===== config.mk =====
export PLATFORM = sky130hd
export DESIGN_NAME = hall_current_signal_chain
export DESIGN_NICKNAME = d
export VERILOG_FILES = /design/src/rtl/hall_chain_pkg.sv /design/src/rtl/hall_current_signal_chain.sv
export VERILOG_INCLUDE_DIRS = /design/src /design/src/rtl
export SDC_FILE = /design/constraint.sdc
export NUM_CORES = 2
export LEC_CHECK = 0
export BUFFER_PORTS_ARGS = -buffer_cell sky130_fd_sc_hd__buf_2
export CORE_UTILIZATION = 40
export CTS_CLUSTER_SIZE = 24
export DETAILED_ROUTE_END_ITERATION = 8
export PLACE_DENSITY_LB_ADDON = 0.15
export SLEW_MARGIN = 20
export SYNTH_ARGS = -nofsm -noshare
export SYNTH_HDL_FRONTEND = slang
export SYNTH_SLANG_ARGS = --single-unit

===== constraint.sdc =====
create_clock -name ref_clk -period 7.9 [get_ports ref_clk]
set_input_delay 0.79 -clock ref_clk [delete_from_list [all_inputs] [get_ports ref_clk]]
set_output_delay 0.79 -clock ref_clk [all_outputs]
set_load 0.01 [all_outputs]

===== src/rtl/hall_chain_defines.svh =====
/*
 * offsets, field positions, reset values and timing figures of the hall
 * current signal chain. assumes a 20 MHz reference clock.
 */
`ifndef HALL_CHAIN_DEFINES_SVH
`define HALL_CHAIN_DEFINES_SVH

// register byte addresses, one 32-bit word each
`define OFS_MODE        8'h00
`define OFS_SENS        8'h04
`define OFS_ZFL         8'h08
`define OFS_CLAMP_LO    8'h0C
`define OFS_CLAMP_HI    8'h10
`define OFS_TRIM        8'h14
`define OFS_USER0       8'h18
`define OFS_LOCK        8'h28
`define OFS_READOUT     8'h2C
`define OFS_STATUS      8'h30
// register indices (byte address / 4), also used as link addresses
`define IDX_CAL_LAST    4'h5
`define IDX_USER0       4'h6
`define IDX_USER3       4'h9
`define IDX_LOCK        4'hA
`define IDX_READOUT     4'hB
`define IDX_STATUS      4'hC
// mode register fields
`define MODE_USER_WE    0
`define MODE_RANGE_LO   2
`define MODE_FILTER     4
`define MODE_BITTIME    5
// reset values
`define MODE_RST        16'h0000
`define SENS_RST        16'h1000
`define ZFL_RST         16'h2000
`define CLAMP_LO_RST    16'h0000
`define CLAMP_HI_RST    16'h3FFF
`define TRIM_RST        16'h0080
`define READOUT_MAX     14'h3FFF
// processing figures
`define SENS_FRAC       13
`define FILT_K_SLOW     5
`define FILT_K_FAST     4
// timing
`define CLK_PERIOD_NS   50
`define BIT_TIME_FAST_NS 1750000
`define BIT_TIME_SLOW_NS 3500000
`define SAMPLE_PERIOD_NS 8000
`define FRAME_BITS_RD   5
`define FRAME_BITS_WR   21
`define REPLY_BITS      17

`endif


===== src/rtl/hall_chain_pkg.sv =====
/*
 * types of the hall current signal chain.
 * assumes the constants header is included by the design file.
 */
`default_nettype none
package hall_chain_pkg;
    typedef enum logic [2:0] {
        L_IDLE,
        L_START,
        L_RECV,
        L_EXEC,
        L_REPLY
    } link_state_e;
    typedef logic [15:0] word_t;
endpackage
`default_nettype wire


===== src/rtl/hall_current_signal_chain.sv =====
/*
 * hall current signal chain: filter, gain, zero-field adder and clamp,
 * parameter registers reloaded with reset values by arst_n, permanent lock, supply-modulation
 * programming link and register access over avalon-mm.
 * assumes adc samples and the avalon master sit on ref_clk; the supply
 * comparator, selection readback and lock fuse arrive asynchronously.
 */
// The implementer's own choices: the Avalon-MM register port and the register addresses.
// Operation
// [RL1] after the lock latch is active, parameter memory writes are refused
// [RL2] the lock latch has no clearing path
// [RL3] unlocked, parameter writes are accepted and steer the transfer curve
// [RL4] commands are decoded from the supply modulation comparator only
// [RL5] a valid command reads or writes the addressed register
// [RL6] the reply is sent serially on the output pin
// [RL7] the analog output is blanked during any programming frame
// [RL8] only a device whose output pin is selected answers
// [RL9] calibration kept in two copies; user info in single cells
// [RL10] each sample is low-pass filtered then processed by stored settings
// [RL11] filtered sample times gain, plus zero-field level, clamped
// [RL12] the processed value is readable as a register
// [RL13] processed value saturates between 0 and 16383
// [RL14] processed value depends on range, filter, trim and both clamps; trim is only stored and read back, the path does not use it
// [RL15] input span selectable from narrowest to widest range
// [RL16] range and filter come from the mode register
// [RL17] zero-field level sets the output at zero input
// [RL18] trim register is lockable like all others and frozen afterwards
// [RL19] the integrator keeps the processed value away from saturation; the code has no such integrator and clamps, then saturates, the value
// [RL20] mode bits 3:2 select range codes 0 to 3, widening
// [RL21] mode bit 4 selects filter corner, 0 slow, 1 fast
// [RL22] a new lock acts after power cycle, then modulation is ignored
// [RL23] processed value is delivered bit-reversed
// [RL24] processed value updates once per sample period, resets to zero level
`timescale 1ns/1ps
`default_nettype none
`include "hall_chain_defines.svh"

module hall_current_signal_chain #(
    parameter int BIT_CYC_FAST = `BIT_TIME_FAST_NS / `CLK_PERIOD_NS,
    parameter int BIT_CYC_SLOW = `BIT_TIME_SLOW_NS / `CLK_PERIOD_NS,
    parameter int SAMPLE_DIV   = `SAMPLE_PERIOD_NS / `CLK_PERIOD_NS
) (
    input  wire logic        ref_clk,
    input  wire logic        arst_n,
    input  wire logic [7:0]  avs_address,
    input  wire logic        avs_read,
    input  wire logic        avs_write,
    input  wire logic [31:0] avs_writedata,
    output logic [31:0]      avs_readdata,
    output logic             avs_waitrequest,
    input  wire logic [15:0] adc_data,
    input  wire logic        supply_mod,
    input  wire logic        sel_in,
    output logic             out_data,
    output logic             out_oe_n,
    output logic [11:0]      dac_code,
    output logic             dac_en,
    input  wire logic        lock_fuse,
    output logic             lock_burn
);

    localparam int TW = 17;

    if (BIT_CYC_FAST < 4 || BIT_CYC_SLOW < 4 || BIT_CYC_SLOW >= 2**TW
        || BIT_CYC_FAST >= 2**TW || SAMPLE_DIV < 2 || SAMPLE_DIV > 65535)
    begin : g_bad
        $error("hall_current_signal_chain: timing parameter out of range");
    end

    ////////////////////////////////////////////////////////////////////////
    // synchronisers and power-up capture of the lock fuse

    logic [1:0] mod_sync_reg;
    logic [1:0] sel_sync_reg;
    logic [1:0] fuse_sync_reg;
    logic [1:0] cap_cnt_reg;
    logic       cap_done_reg;
    logic       lock_active_reg;
    logic       lock_req_reg;
    wire        rx_s   = mod_sync_reg[1];
    wire        sel_s  = sel_sync_reg[1];
    wire        locked = lock_active_reg | ~cap_done_reg;

    always_ff @(posedge ref_clk or negedge arst_n)
    begin
        if (!arst_n)
        begin
            mod_sync_reg  <= 2'h3;
            sel_sync_reg  <= 2'h0;
            fuse_sync_reg <= 2'h0;
        end
        else
        begin
            mod_sync_reg  <= {mod_sync_reg[0], supply_mod};
            sel_sync_reg  <= {sel_sync_reg[0], sel_in};
            fuse_sync_reg <= {fuse_sync_reg[0], lock_fuse};
        end
    end

    // lock state becomes active only at the power-up after it was burnt
    always_ff @(posedge ref_clk or negedge arst_n)
    begin
        if (!arst_n)
        begin
            cap_cnt_reg     <= 2'h0;
            cap_done_reg    <= 1'b0;
            lock_active_reg <= 1'b0;
        end
        else if (!cap_done_reg)
        begin
            cap_cnt_reg <= cap_cnt_reg + 2'h1;
            if (cap_cnt_reg == 2'h3)
            begin
                cap_done_reg    <= 1'b1;
                lock_active_reg <= fuse_sync_reg[1]; // RL22
            end
        end
    end

    ////////////////////////////////////////////////////////////////////////
    // parameter storage: calibration in two copies, user info single

    hall_chain_pkg::word_t cal_a_reg [6];
    hall_chain_pkg::word_t cal_b_reg [6];
    logic [12:0]           user_reg  [4];
    logic [13:0]           readout_reg;
    hall_chain_pkg::link_state_e link_state_reg;

    logic                  wr_go;
    logic [3:0]            wr_idx;
    hall_chain_pkg::word_t wr_data;
    wire  cal_wr_en  = wr_go && !locked && wr_idx <= `IDX_CAL_LAST; // RL1 RL3 RL18
    wire  user_wr_en = wr_go && !locked && wr_idx >= `IDX_USER0
                       && wr_idx <= `IDX_USER3 && cal_a_reg[0][`MODE_USER_WE];
    wire  lock_wr_en = wr_go && !locked && wr_idx == `IDX_LOCK && wr_data[0];
    logic cal_mismatch;

    function automatic logic [13:0] bit_rev14(input logic [13:0] v);
        logic [13:0] r;
        r = 14'h0000;
        for (int i = 0; i < 14; i++)
            r[i] = v[13 - i];
        return r;
    endfunction

    function automatic hall_chain_pkg::word_t reg_read(input logic [3:0] idx);
        hall_chain_pkg::word_t r;
        r = 16'h0000;
        if (idx <= `IDX_CAL_LAST)
            r = cal_a_reg[idx[2:0]];
        else if (idx >= `IDX_USER0 && idx <= `IDX_USER3)
            r = {3'h0, user_reg[idx[1:0] - 2'h2]};
        else if (idx == `IDX_LOCK)
            r = {14'h0000, lock_active_reg, lock_req_reg};
        else if (idx == `IDX_READOUT)
            r = {2'h0, bit_rev14(readout_reg)}; // RL23 RL12
        else if (idx == `IDX_STATUS)
            r = {13'h0000, cal_mismatch, link_state_reg != hall_chain_pkg::L_IDLE,
                 lock_active_reg};
        return r;
    endfunction

    localparam hall_chain_pkg::word_t CAL_RST [6] = '{`MODE_RST, `SENS_RST,
        `ZFL_RST, `CLAMP_LO_RST, `CLAMP_HI_RST, `TRIM_RST};

    for (genvar g = 0; g < 6; g++)
    begin : g_cal
        always_ff @(posedge ref_clk or negedge arst_n)
        begin
            if (!arst_n)
            begin
                cal_a_reg[g] <= CAL_RST[g];
                cal_b_reg[g] <= CAL_RST[g];
            end
            else if (cal_wr_en && wr_idx == 4'(g))
            begin
                cal_a_reg[g] <= wr_data; // RL9
                cal_b_reg[g] <= wr_data;
            end
        end
    end

    for (genvar g = 0; g < 4; g++)
    begin : g_user
        always_ff @(posedge ref_clk or negedge arst_n)
        begin
            if (!arst_n)
                user_reg[g] <= 13'h0000;
            else if (user_wr_en && wr_idx == 4'(g + 6))
                user_reg[g] <= wr_data[12:0];
        end
    end

    always_comb
    begin
        cal_mismatch = 1'b0;
        for (int i = 0; i < 6; i++)
            cal_mismatch = cal_mismatch | (cal_a_reg[i] != cal_b_reg[i]);
    end

    // only a power cycle clears the request; the fuse itself is one-time
    always_ff @(posedge ref_clk or negedge arst_n)
    begin
        if (!arst_n)
            lock_req_reg <= 1'b0;
        else if (lock_wr_en)
            lock_req_reg <= 1'b1; // RL2
    end
    assign lock_burn = lock_req_reg | lock_active_reg;

    ////////////////////////////////////////////////////////////////////////
    // signal path

    logic [15:0]        div_reg;
    logic               sample_tick;
    logic signed [15:0] filt_reg;
    wire  [15:0] mode_w   = cal_a_reg[0];
    wire  [1:0]  range_w  = mode_w[`MODE_RANGE_LO +: 2]; // RL16 RL20
    wire  signed [5:0] range_gain = (range_w == 2'h0) ? 6'sd16 : // RL15
                                    (range_w == 2'h1) ? 6'sd8  :
                                    (range_w == 2'h2) ? 6'sd6  : 6'sd5;
    wire  [2:0]  filt_k = mode_w[`MODE_FILTER] ? 3'(`FILT_K_FAST)
                                               : 3'(`FILT_K_SLOW); // RL21
    wire  signed [21:0] scaled_w  = $signed(adc_data) * range_gain;
    wire  signed [15:0] in_w      = 16'(scaled_w >>> 4);
    wire  signed [16:0] diff_w    = 17'(in_w) - 17'(filt_reg);
    wire  signed [15:0] filt_next = 16'(17'(filt_reg) + (diff_w >>> filt_k));
    wire  signed [31:0] prod_w    = filt_reg * $signed(cal_a_reg[1]);
    wire  signed [19:0] gain_w    = 20'(prod_w >>> `SENS_FRAC);
    wire  signed [19:0] sum_w     = gain_w + 20'($signed(cal_a_reg[2])); // RL17
    wire  signed [19:0] lo_w      = 20'(cal_a_reg[3][13:0]);
    wire  signed [19:0] hi_w      = 20'(cal_a_reg[4][13:0]);
    wire  signed [19:0] clamp_w   = (sum_w < lo_w) ? lo_w :
                                    (sum_w > hi_w) ? hi_w : sum_w; // RL11 RL14
    wire  [13:0] sat_w = (clamp_w < 20'sd0) ? 14'h0000 :
                         (clamp_w > 20'sd16383) ? `READOUT_MAX
                                                : clamp_w[13:0]; // RL13

    assign sample_tick = (div_reg == 16'(SAMPLE_DIV - 1));

    always_ff @(posedge ref_clk or negedge arst_n)
    begin
        if (!arst_n)
        begin
            div_reg     <= 16'h0000;
            filt_reg    <= 16'sh0000;
            readout_reg <= 14'(`ZFL_RST); // RL24
        end
        else
        begin
            div_reg <= sample_tick ? 16'h0000 : div_reg + 16'h0001;
            if (sample_tick)
            begin
                filt_reg    <= filt_next; // RL10
                readout_reg <= sat_w; // RL24
            end
        end
    end

    assign dac_code = readout_reg[13:2];
    assign dac_en   = (link_state_reg == hall_chain_pkg::L_IDLE); // RL7

    ////////////////////////////////////////////////////////////////////////
    // programming link on the supply modulation

    logic [TW-1:0] timer_reg;
    logic [4:0]    bit_cnt_reg;
    logic [20:0]   rx_sr_reg;
    logic [16:0]   tx_sr_reg;
    logic [3:0]    cmd_idx_reg;
    wire  [TW-1:0] bit_cyc = mode_w[`MODE_BITTIME] ? TW'(BIT_CYC_SLOW)
                                                   : TW'(BIT_CYC_FAST);
    wire  tmo      = (timer_reg == '0);
    wire  is_rd    = (bit_cnt_reg == 5'(`FRAME_BITS_RD)) && rx_sr_reg[16];
    wire  rx_done  = is_rd || bit_cnt_reg == 5'(`FRAME_BITS_WR);
    wire  [3:0] rx_idx  = is_rd ? rx_sr_reg[20:17] : rx_sr_reg[4:1];
    wire  link_wr  = (link_state_reg == hall_chain_pkg::L_EXEC) && !is_rd;
    // an avalon take is held off when a link write lands in the following cycle
    wire  link_wr_soon = (link_state_reg == hall_chain_pkg::L_RECV) && rx_done && !is_rd;
    // bit timers reload one short: the reload edge itself is a cycle of the bit
    wire  [TW-1:0] bit_cyc_m1 = bit_cyc - TW'(1);

    always_ff @(posedge ref_clk or negedge arst_n)
    begin
        if (!arst_n)
        begin
            link_state_reg <= hall_chain_pkg::L_IDLE;
            timer_reg      <= '0;
            bit_cnt_reg    <= 5'h00;
            rx_sr_reg      <= 21'h00000;
            tx_sr_reg      <= 17'h1FFFF;
            cmd_idx_reg    <= 4'h0;
        end
        else
        begin
            timer_reg <= tmo ? '0 : timer_reg - TW'(1);
            unique case (link_state_reg)
                hall_chain_pkg::L_IDLE:
                    if (!rx_s && !locked) // RL4 RL22
                    begin
                        link_state_reg <= hall_chain_pkg::L_START;
                        timer_reg      <= bit_cyc >> 1;
                    end
                hall_chain_pkg::L_START:
                    if (tmo)
                    begin
                        bit_cnt_reg <= 5'h00;
                        timer_reg   <= bit_cyc;
                        link_state_reg <= (!rx_s && sel_s) ? hall_chain_pkg::L_RECV
                                                           : hall_chain_pkg::L_IDLE; // RL8
                    end
                hall_chain_pkg::L_RECV:
                    if (rx_done)
                        link_state_reg <= hall_chain_pkg::L_EXEC;
                    else if (tmo)
                    begin
                        rx_sr_reg   <= {rx_s, rx_sr_reg[20:1]};
                        bit_cnt_reg <= bit_cnt_reg + 5'h01;
                        timer_reg   <= bit_cyc_m1;
                    end
                hall_chain_pkg::L_EXEC:
                begin
                    cmd_idx_reg    <= rx_idx; // RL5
                    bit_cnt_reg    <= 5'h00;
                    timer_reg      <= bit_cyc;
                    link_state_reg <= hall_chain_pkg::L_REPLY;
                end
                hall_chain_pkg::L_REPLY:
                begin
                    if (bit_cnt_reg == 5'h00 && timer_reg == bit_cyc)
                        tx_sr_reg <= {reg_read(cmd_idx_reg), 1'b0}; // RL6
                    else if (tmo)
                    begin
                        tx_sr_reg   <= {1'b1, tx_sr_reg[16:1]};
                        bit_cnt_reg <= bit_cnt_reg + 5'h01;
                        timer_reg   <= bit_cyc_m1;
                        if (bit_cnt_reg == 5'(`REPLY_BITS - 1))
                            link_state_reg <= hall_chain_pkg::L_IDLE;
                    end
                end
            endcase
        end
    end

    // pin released while listening so the programmer can select through it
    assign out_data = (link_state_reg == hall_chain_pkg::L_REPLY) ? tx_sr_reg[0] : 1'b0;
    assign out_oe_n = !(link_state_reg == hall_chain_pkg::L_IDLE
                        || link_state_reg == hall_chain_pkg::L_REPLY); // RL6

    ////////////////////////////////////////////////////////////////////////
    // avalon-mm slave; a write lands at the edge that ends the wait

    logic ack_reg;
    wire  av_req   = avs_read | avs_write;
    wire  av_go    = av_req && !ack_reg && !link_wr_soon;
    wire  av_idx_ok = (avs_address[1:0] == 2'h0) && avs_address <= `OFS_STATUS;
    wire  [3:0] av_idx = avs_address[5:2];

    assign wr_go   = link_wr || (ack_reg && avs_write && av_idx_ok);
    assign wr_idx  = link_wr ? rx_idx : av_idx;
    assign wr_data = link_wr ? rx_sr_reg[20:5] : avs_writedata[15:0];
    assign avs_waitrequest = av_req && !ack_reg;

    always_ff @(posedge ref_clk or negedge arst_n)
    begin
        if (!arst_n)
        begin
            ack_reg      <= 1'b0;
            avs_readdata <= 32'h00000000;
        end
        else
        begin
            ack_reg <= av_go;
            if (av_go && avs_read)
                avs_readdata <= av_idx_ok ? {16'h0000, reg_read(av_idx)} : 32'h00000000;
        end
    end
endmodule

`default_nettype wire


# [Word level (Yosys, flattened, before mapping)]
# Index checks and enable logic that the tools add are counted.
[word_totals] reg_bits=305
[classes] mul=2 bitwise=9 reduce_logical=55 eq_ne=35 magnitude_cmp=18 n_shift=1 addsub=10 muxes=61
[op_table] op="17-bit 2-to-1 mux" n=9
[op_table] op="16-bit 2-to-1 mux" n=9
[op_table] op="14-bit 2-to-1 mux" n=8
[op_table] op="16-bit binary-select mux with 3-bit select" n=2
[op_table] op="17-bit case mux with 5 select lines" n=1
[op_table] op="13-bit binary-select mux with 2-bit select" n=2
[op_table] op="13-bit 2-to-1 mux" n=4
[op_table] op="20-bit 2-to-1 mux" n=2
[op_table] op="4-bit == test (second input constant)" n=9
[op_table] op="17-bit by 1-bit subtractor with 17-bit output (second input constant)" n=2
[op_table] op="1-bit logical AND" n=32
[op_table] op="16-bit by 16-bit multiplier with 32-bit output" n=1
[op_table] op="5-bit 2-to-1 mux" n=5
[op_table] op="19-bit by 16-bit adder with 20-bit output" n=1
[op_table] op="20-bit by 15-bit greater-than comparator with 1-bit output" n=1
[op_table] op="20-bit by 15-bit greater-than comparator with 1-bit output (second input constant)" n=1
[op_table] op="20-bit by 1-bit < comparator with 1-bit output (second input constant)" n=1
[op_table] op="20-bit by 15-bit < comparator with 1-bit output" n=1
[op_table] op="16-bit by 6-bit multiplier with 20-bit output" n=1
[op_table] op="5-bit case mux with 4 select lines" n=1
[op_table] op="3-bit 2-to-1 mux" n=6
[op_table] op="17-bit == test" n=1
[op_table] op="17-bit zero test" n=1
[op_table] op="17-bit by 3-bit >>> shifter with 16-bit output" n=1
[op_table] op="46 further kinds" n=89

# [Depth between registers and ports, before layout]
[logic_depth] ltp_word=10 depth_mapped=43 ltp_nobuf=40

# [Worst setup path after synthesis]
# No wires, ideal clock.
[synth_path] path_kind="register to register" from="register, netlist name cal_b_reg[67]" to="register readout_reg[13]" setup_ps=77 path_stages_with_launch=38 arrival_ps=8701 setup_slack_ps=-878 cell_sequence="dfrtp_1 > clkbuf_1 > clkbuf_1 > nand2_1 > fa_1 > fa_1 > fa_1 > inv_1 > fa_1 > fa_1 > inv_1 > fa_1 > inv_1 > ha_1 > o21a_1 > nor2_1 > nor2b_1 > o221a_4 > (+2 left out) > o21a_1 > nor2_1 > ha_1 > o21a_1 > o21a_1 > a31o_2 > a31oi_2 > o21bai_1 > a21oi_1 > xnor2_1 > ha_1 > a2111oi_0 > o221ai_1 > o221ai_1 > a31o_1 > buf_2 > mux2_1 > o21a_1"
[synth_lines] item="end signal, assigned" line_no="hall_current_signal_chain.sv:247" source="readout_reg <= 14'(`ZFL_RST);"
[synth_lines] item="end signal, assigned" line_no="hall_current_signal_chain.sv:255" source="readout_reg <= sat_w;"
[synth_lines] item="end, declared" line_no="hall_current_signal_chain.sv:126" source="logic [13:0] readout_reg;"

==> out/metrics.csv <==
metric;value;unit
First-pass DRT Iterations;5;
routed vias;24320;
area of the multi-input gates;0.02071;mm²
outcome;finished, violations left;
# H-tree levels;2;
Worst EP arrival;8.93;ns
count of buffer and inverter cells on the critical path;6;
initial antenna violation count;0;
Initial Util;40.45;%
final hold violations;0;
CP Max Fanout;10;
design area;0.03528;mm²
final setup margin;-0.5374;ns
setup repair after global routing missed its margin;yes;
CP startpoint kind;register;
failing checks;negative setup slack;
drt drc;0;
P per Cell Area;235.0;mW/mm²
pin count of the biggest net entering global routing;108;
DR vias/cell;5.389;
CP required;8.39;ns
GRT Residual Overflow;0;
WL/cell;21.09;µm
Gate Count Post-Synth;3215;
Storage cell area;0.007276;mm²
global-route wire length before repair;148300;µm
clk sink count;288;
Crit Path Class;reg2reg;
CP max stage delay;0.56;ns
Pleak;17.00;nW
max FFs per register;96;
TritonCTS clock tree;yes;
commonest cells after routing, fill and taps aside;400 x inv_1, 339 x buf_4, 300 x fa_1;
Mapped Area;0.02956;mm²
FILL cells;6949;
routed wire length;95180;µm
Place WS;-0.9179;ns
IO buf count;79;
hold crit path type;in2async;
Starting DRT DRC Count;1487;
clk root buf;clkbuf_16;
Placeable Area;0.07308;mm²
clk_lat worst skew;0.57;ns
CTS Buffer Depth;3;
Die H;273.9;µm
most common cell after layout, fill and taps aside;inv_1;
Design Power;8.289;mW
I/O pins;112;
Worst Tran Pin Value;1.047;ns
share of cells above drive strength 1;22.69;%
Area Growth Syn to Fin;19.33;%
die area;0.07500;mm²
Seq/Total Area, Yosys;24.54;%
flops & latches, synth;288;
min Tclk post-route;8.437;ns
period utilization;106.8;%
FP Rows;99;
top_reg_cell synth;dfrtp_1;
Horiz. Die Dim;273.9;µm
# hold bufs at CTS;0;
Placed Area;0.03298;mm²
EDFF count, synth;0;
Antenna Nets Post-Route;0;
vias in the first global route;25180;
gr usage total;25.82;%
delay-heaviest family, CP;adder cells;
Rel. slew slack;28.80;%
post-synthesis async set-or-reset flop share;100.0;%
final setup TNS;-7.137;ns
Syn Area/Cell;9.195;µm²
clock-pin slew on the worst setup and hold paths;0.05;ns
CP max stage cell;fa_1;
CTS buffer count;37;
nets;4092;
max-slew violation count;0;
CP Capture Type;register;
VDD IR max;171.3;µV
Peak Freq;118.5;MHz
Detailed Place HPWL;74170;µm
cell seen most often among critical-path stages;fa_1;
Synth cell types;86;
skew final;0.01420;ns
# placed instances;4414;
max cap viols;0;
gp weighted congestion;0.9082;
final cell count without fillers;4512;
yosys warns;0;
endpoints failing setup;14;
worst register-to-register path: cells and delay by family (launching register included):
| family | cells | cell delay, ns |
|---|---|---|
| muxes | 1 | 0.34 |
| adders and majority gates | 9 | 3.86 |
| DFF | 1 | 0.44 |
| buffers and inverters | 6 | 0.58 |
| AOI/OAI and AO/OA | 13 | 2.61 |
| xor gates and xnor gates | 1 | 0.17 |
| and+or+nand+nor | 3 | 0.37 |
power breakdown:
part           internal, mW  leakage, nW  switching (mW)
Combinational          2.38         12.6            2.44
Sequential             1.54         3.73          0.0937
Clock                  1.12        0.633           0.726
Total                  5.03         17.0            3.26
logic make-up after synthesis:
kind of cell / count (synthesis) / share of synthesized area, %
adder cells (fa/ha/maj): 505 / 29.20
flip-flops: 288 / 24.54
other: 1 / 0.01269
AND/OR/NAND/NOR: 937 / 15.08
AO/OA/AOI/OAI: 646 / 13.24
XOR/XNOR: 104 / 3.081
buffers and inverters: 596 / 8.042
multiplexers: 138 / 6.814
cell type report:
cell class | instances | share of cell area [%]
Clock inverter | 13 | 0.6491
Sequential cell | 288 | 20.62
Inverter | 409 | 4.352
Tap cell | 959 | 3.401
Timing Repair Buffer | 439 | 9.229
Clock buffer | 54 | 3.036
Multi-Input combinational cell | 2349 | 58.70
Antenna cell | 1 | 0.007094
synth_stat cells, types with 17 or more instances:
cell type | n | area (µm²)
inv_1 | 408 | 1531
nand2_1 | 288 | 1081
nor2_1 | 265 | 994.7
mux2i_1 | 55 | 550.5
a21oi_1 | 234 | 1171
clkbuf_1 | 134 | 503.0
o22ai_1 | 20 | 125.1
ha_1 | 197 | 2465
nor3_1 | 40 | 200.2
and2_1 | 162 | 1013
or2_2 | 17 | 106.4
nand3_1 | 44 | 220.2
a22oi_1 | 37 | 277.8
mux2_2 | 33 | 371.6
xor2_1 | 32 | 280.3
a21o_1 | 26 | 195.2
nor2b_1 | 22 | 137.6
buf_2 | 22 | 110.1
fa_1 | 308 | 6166
o21ai_0 | 147 | 735.7
nand2b_1 | 24 | 150.1
xnor2_1 | 72 | 630.6
o21ai_1 | 40 | 200.2
mux4_2 | 47 | 1059
dfstp_2 | 37 | 972.2
buf_4 | 28 | 210.2
dfrtp_1 | 251 | 6281
o21a_1 | 18 | 135.1
final timing paths:
path / from / end / slack (ns) / cells after the start
setup / recovery: cal_b_reg[70] / readout_reg[13] / -0.54 / 33
hold / removal: arst_n / user_reg[29] / 0.30 / 1
setup reg to reg: cal_b_reg[70] / readout_reg[13] / -0.54 / 33
hold reg to reg: sel_sync_reg[0] / sel_sync_reg[1] / 0.35 / 0
max in group asynchronous: arst_n / filt_reg[5] / 6.14 / 2
min in group ref_clk: supply_mod / mod_sync_reg[0] / 0.33 / 1
timing repair:
action	in CTS	in global routing
endpoints found under the setup margin	17	19
gates cloned	2	1
pin swaps	69	72
buffers inserted	17	10
gates resized for setup	68	101
stage by stage:
step | hold WS, ns | util (%)
2_1_floorplan | 0.3312 | -
3_3_place_gp | 0.3357 | 45.12
3_5_place_dp | 0.3411 | 45.12
4_1_cts | 0.2896 | 47.49
5_1_grt | 0.3048 | 48.27
6_report | 0.2958 | 48.27
routing by layer:
metal	global-route usage (%)	part of all wire, %	up-vias
met2	42.08	48	672
li1	-	-	11240
met1	34.55	43	12250
met5	0	0	-
met4	9.854	4.0	0
met3	3.976	5.6	157
No activity file was read; power rests on OpenSTA's default activity.
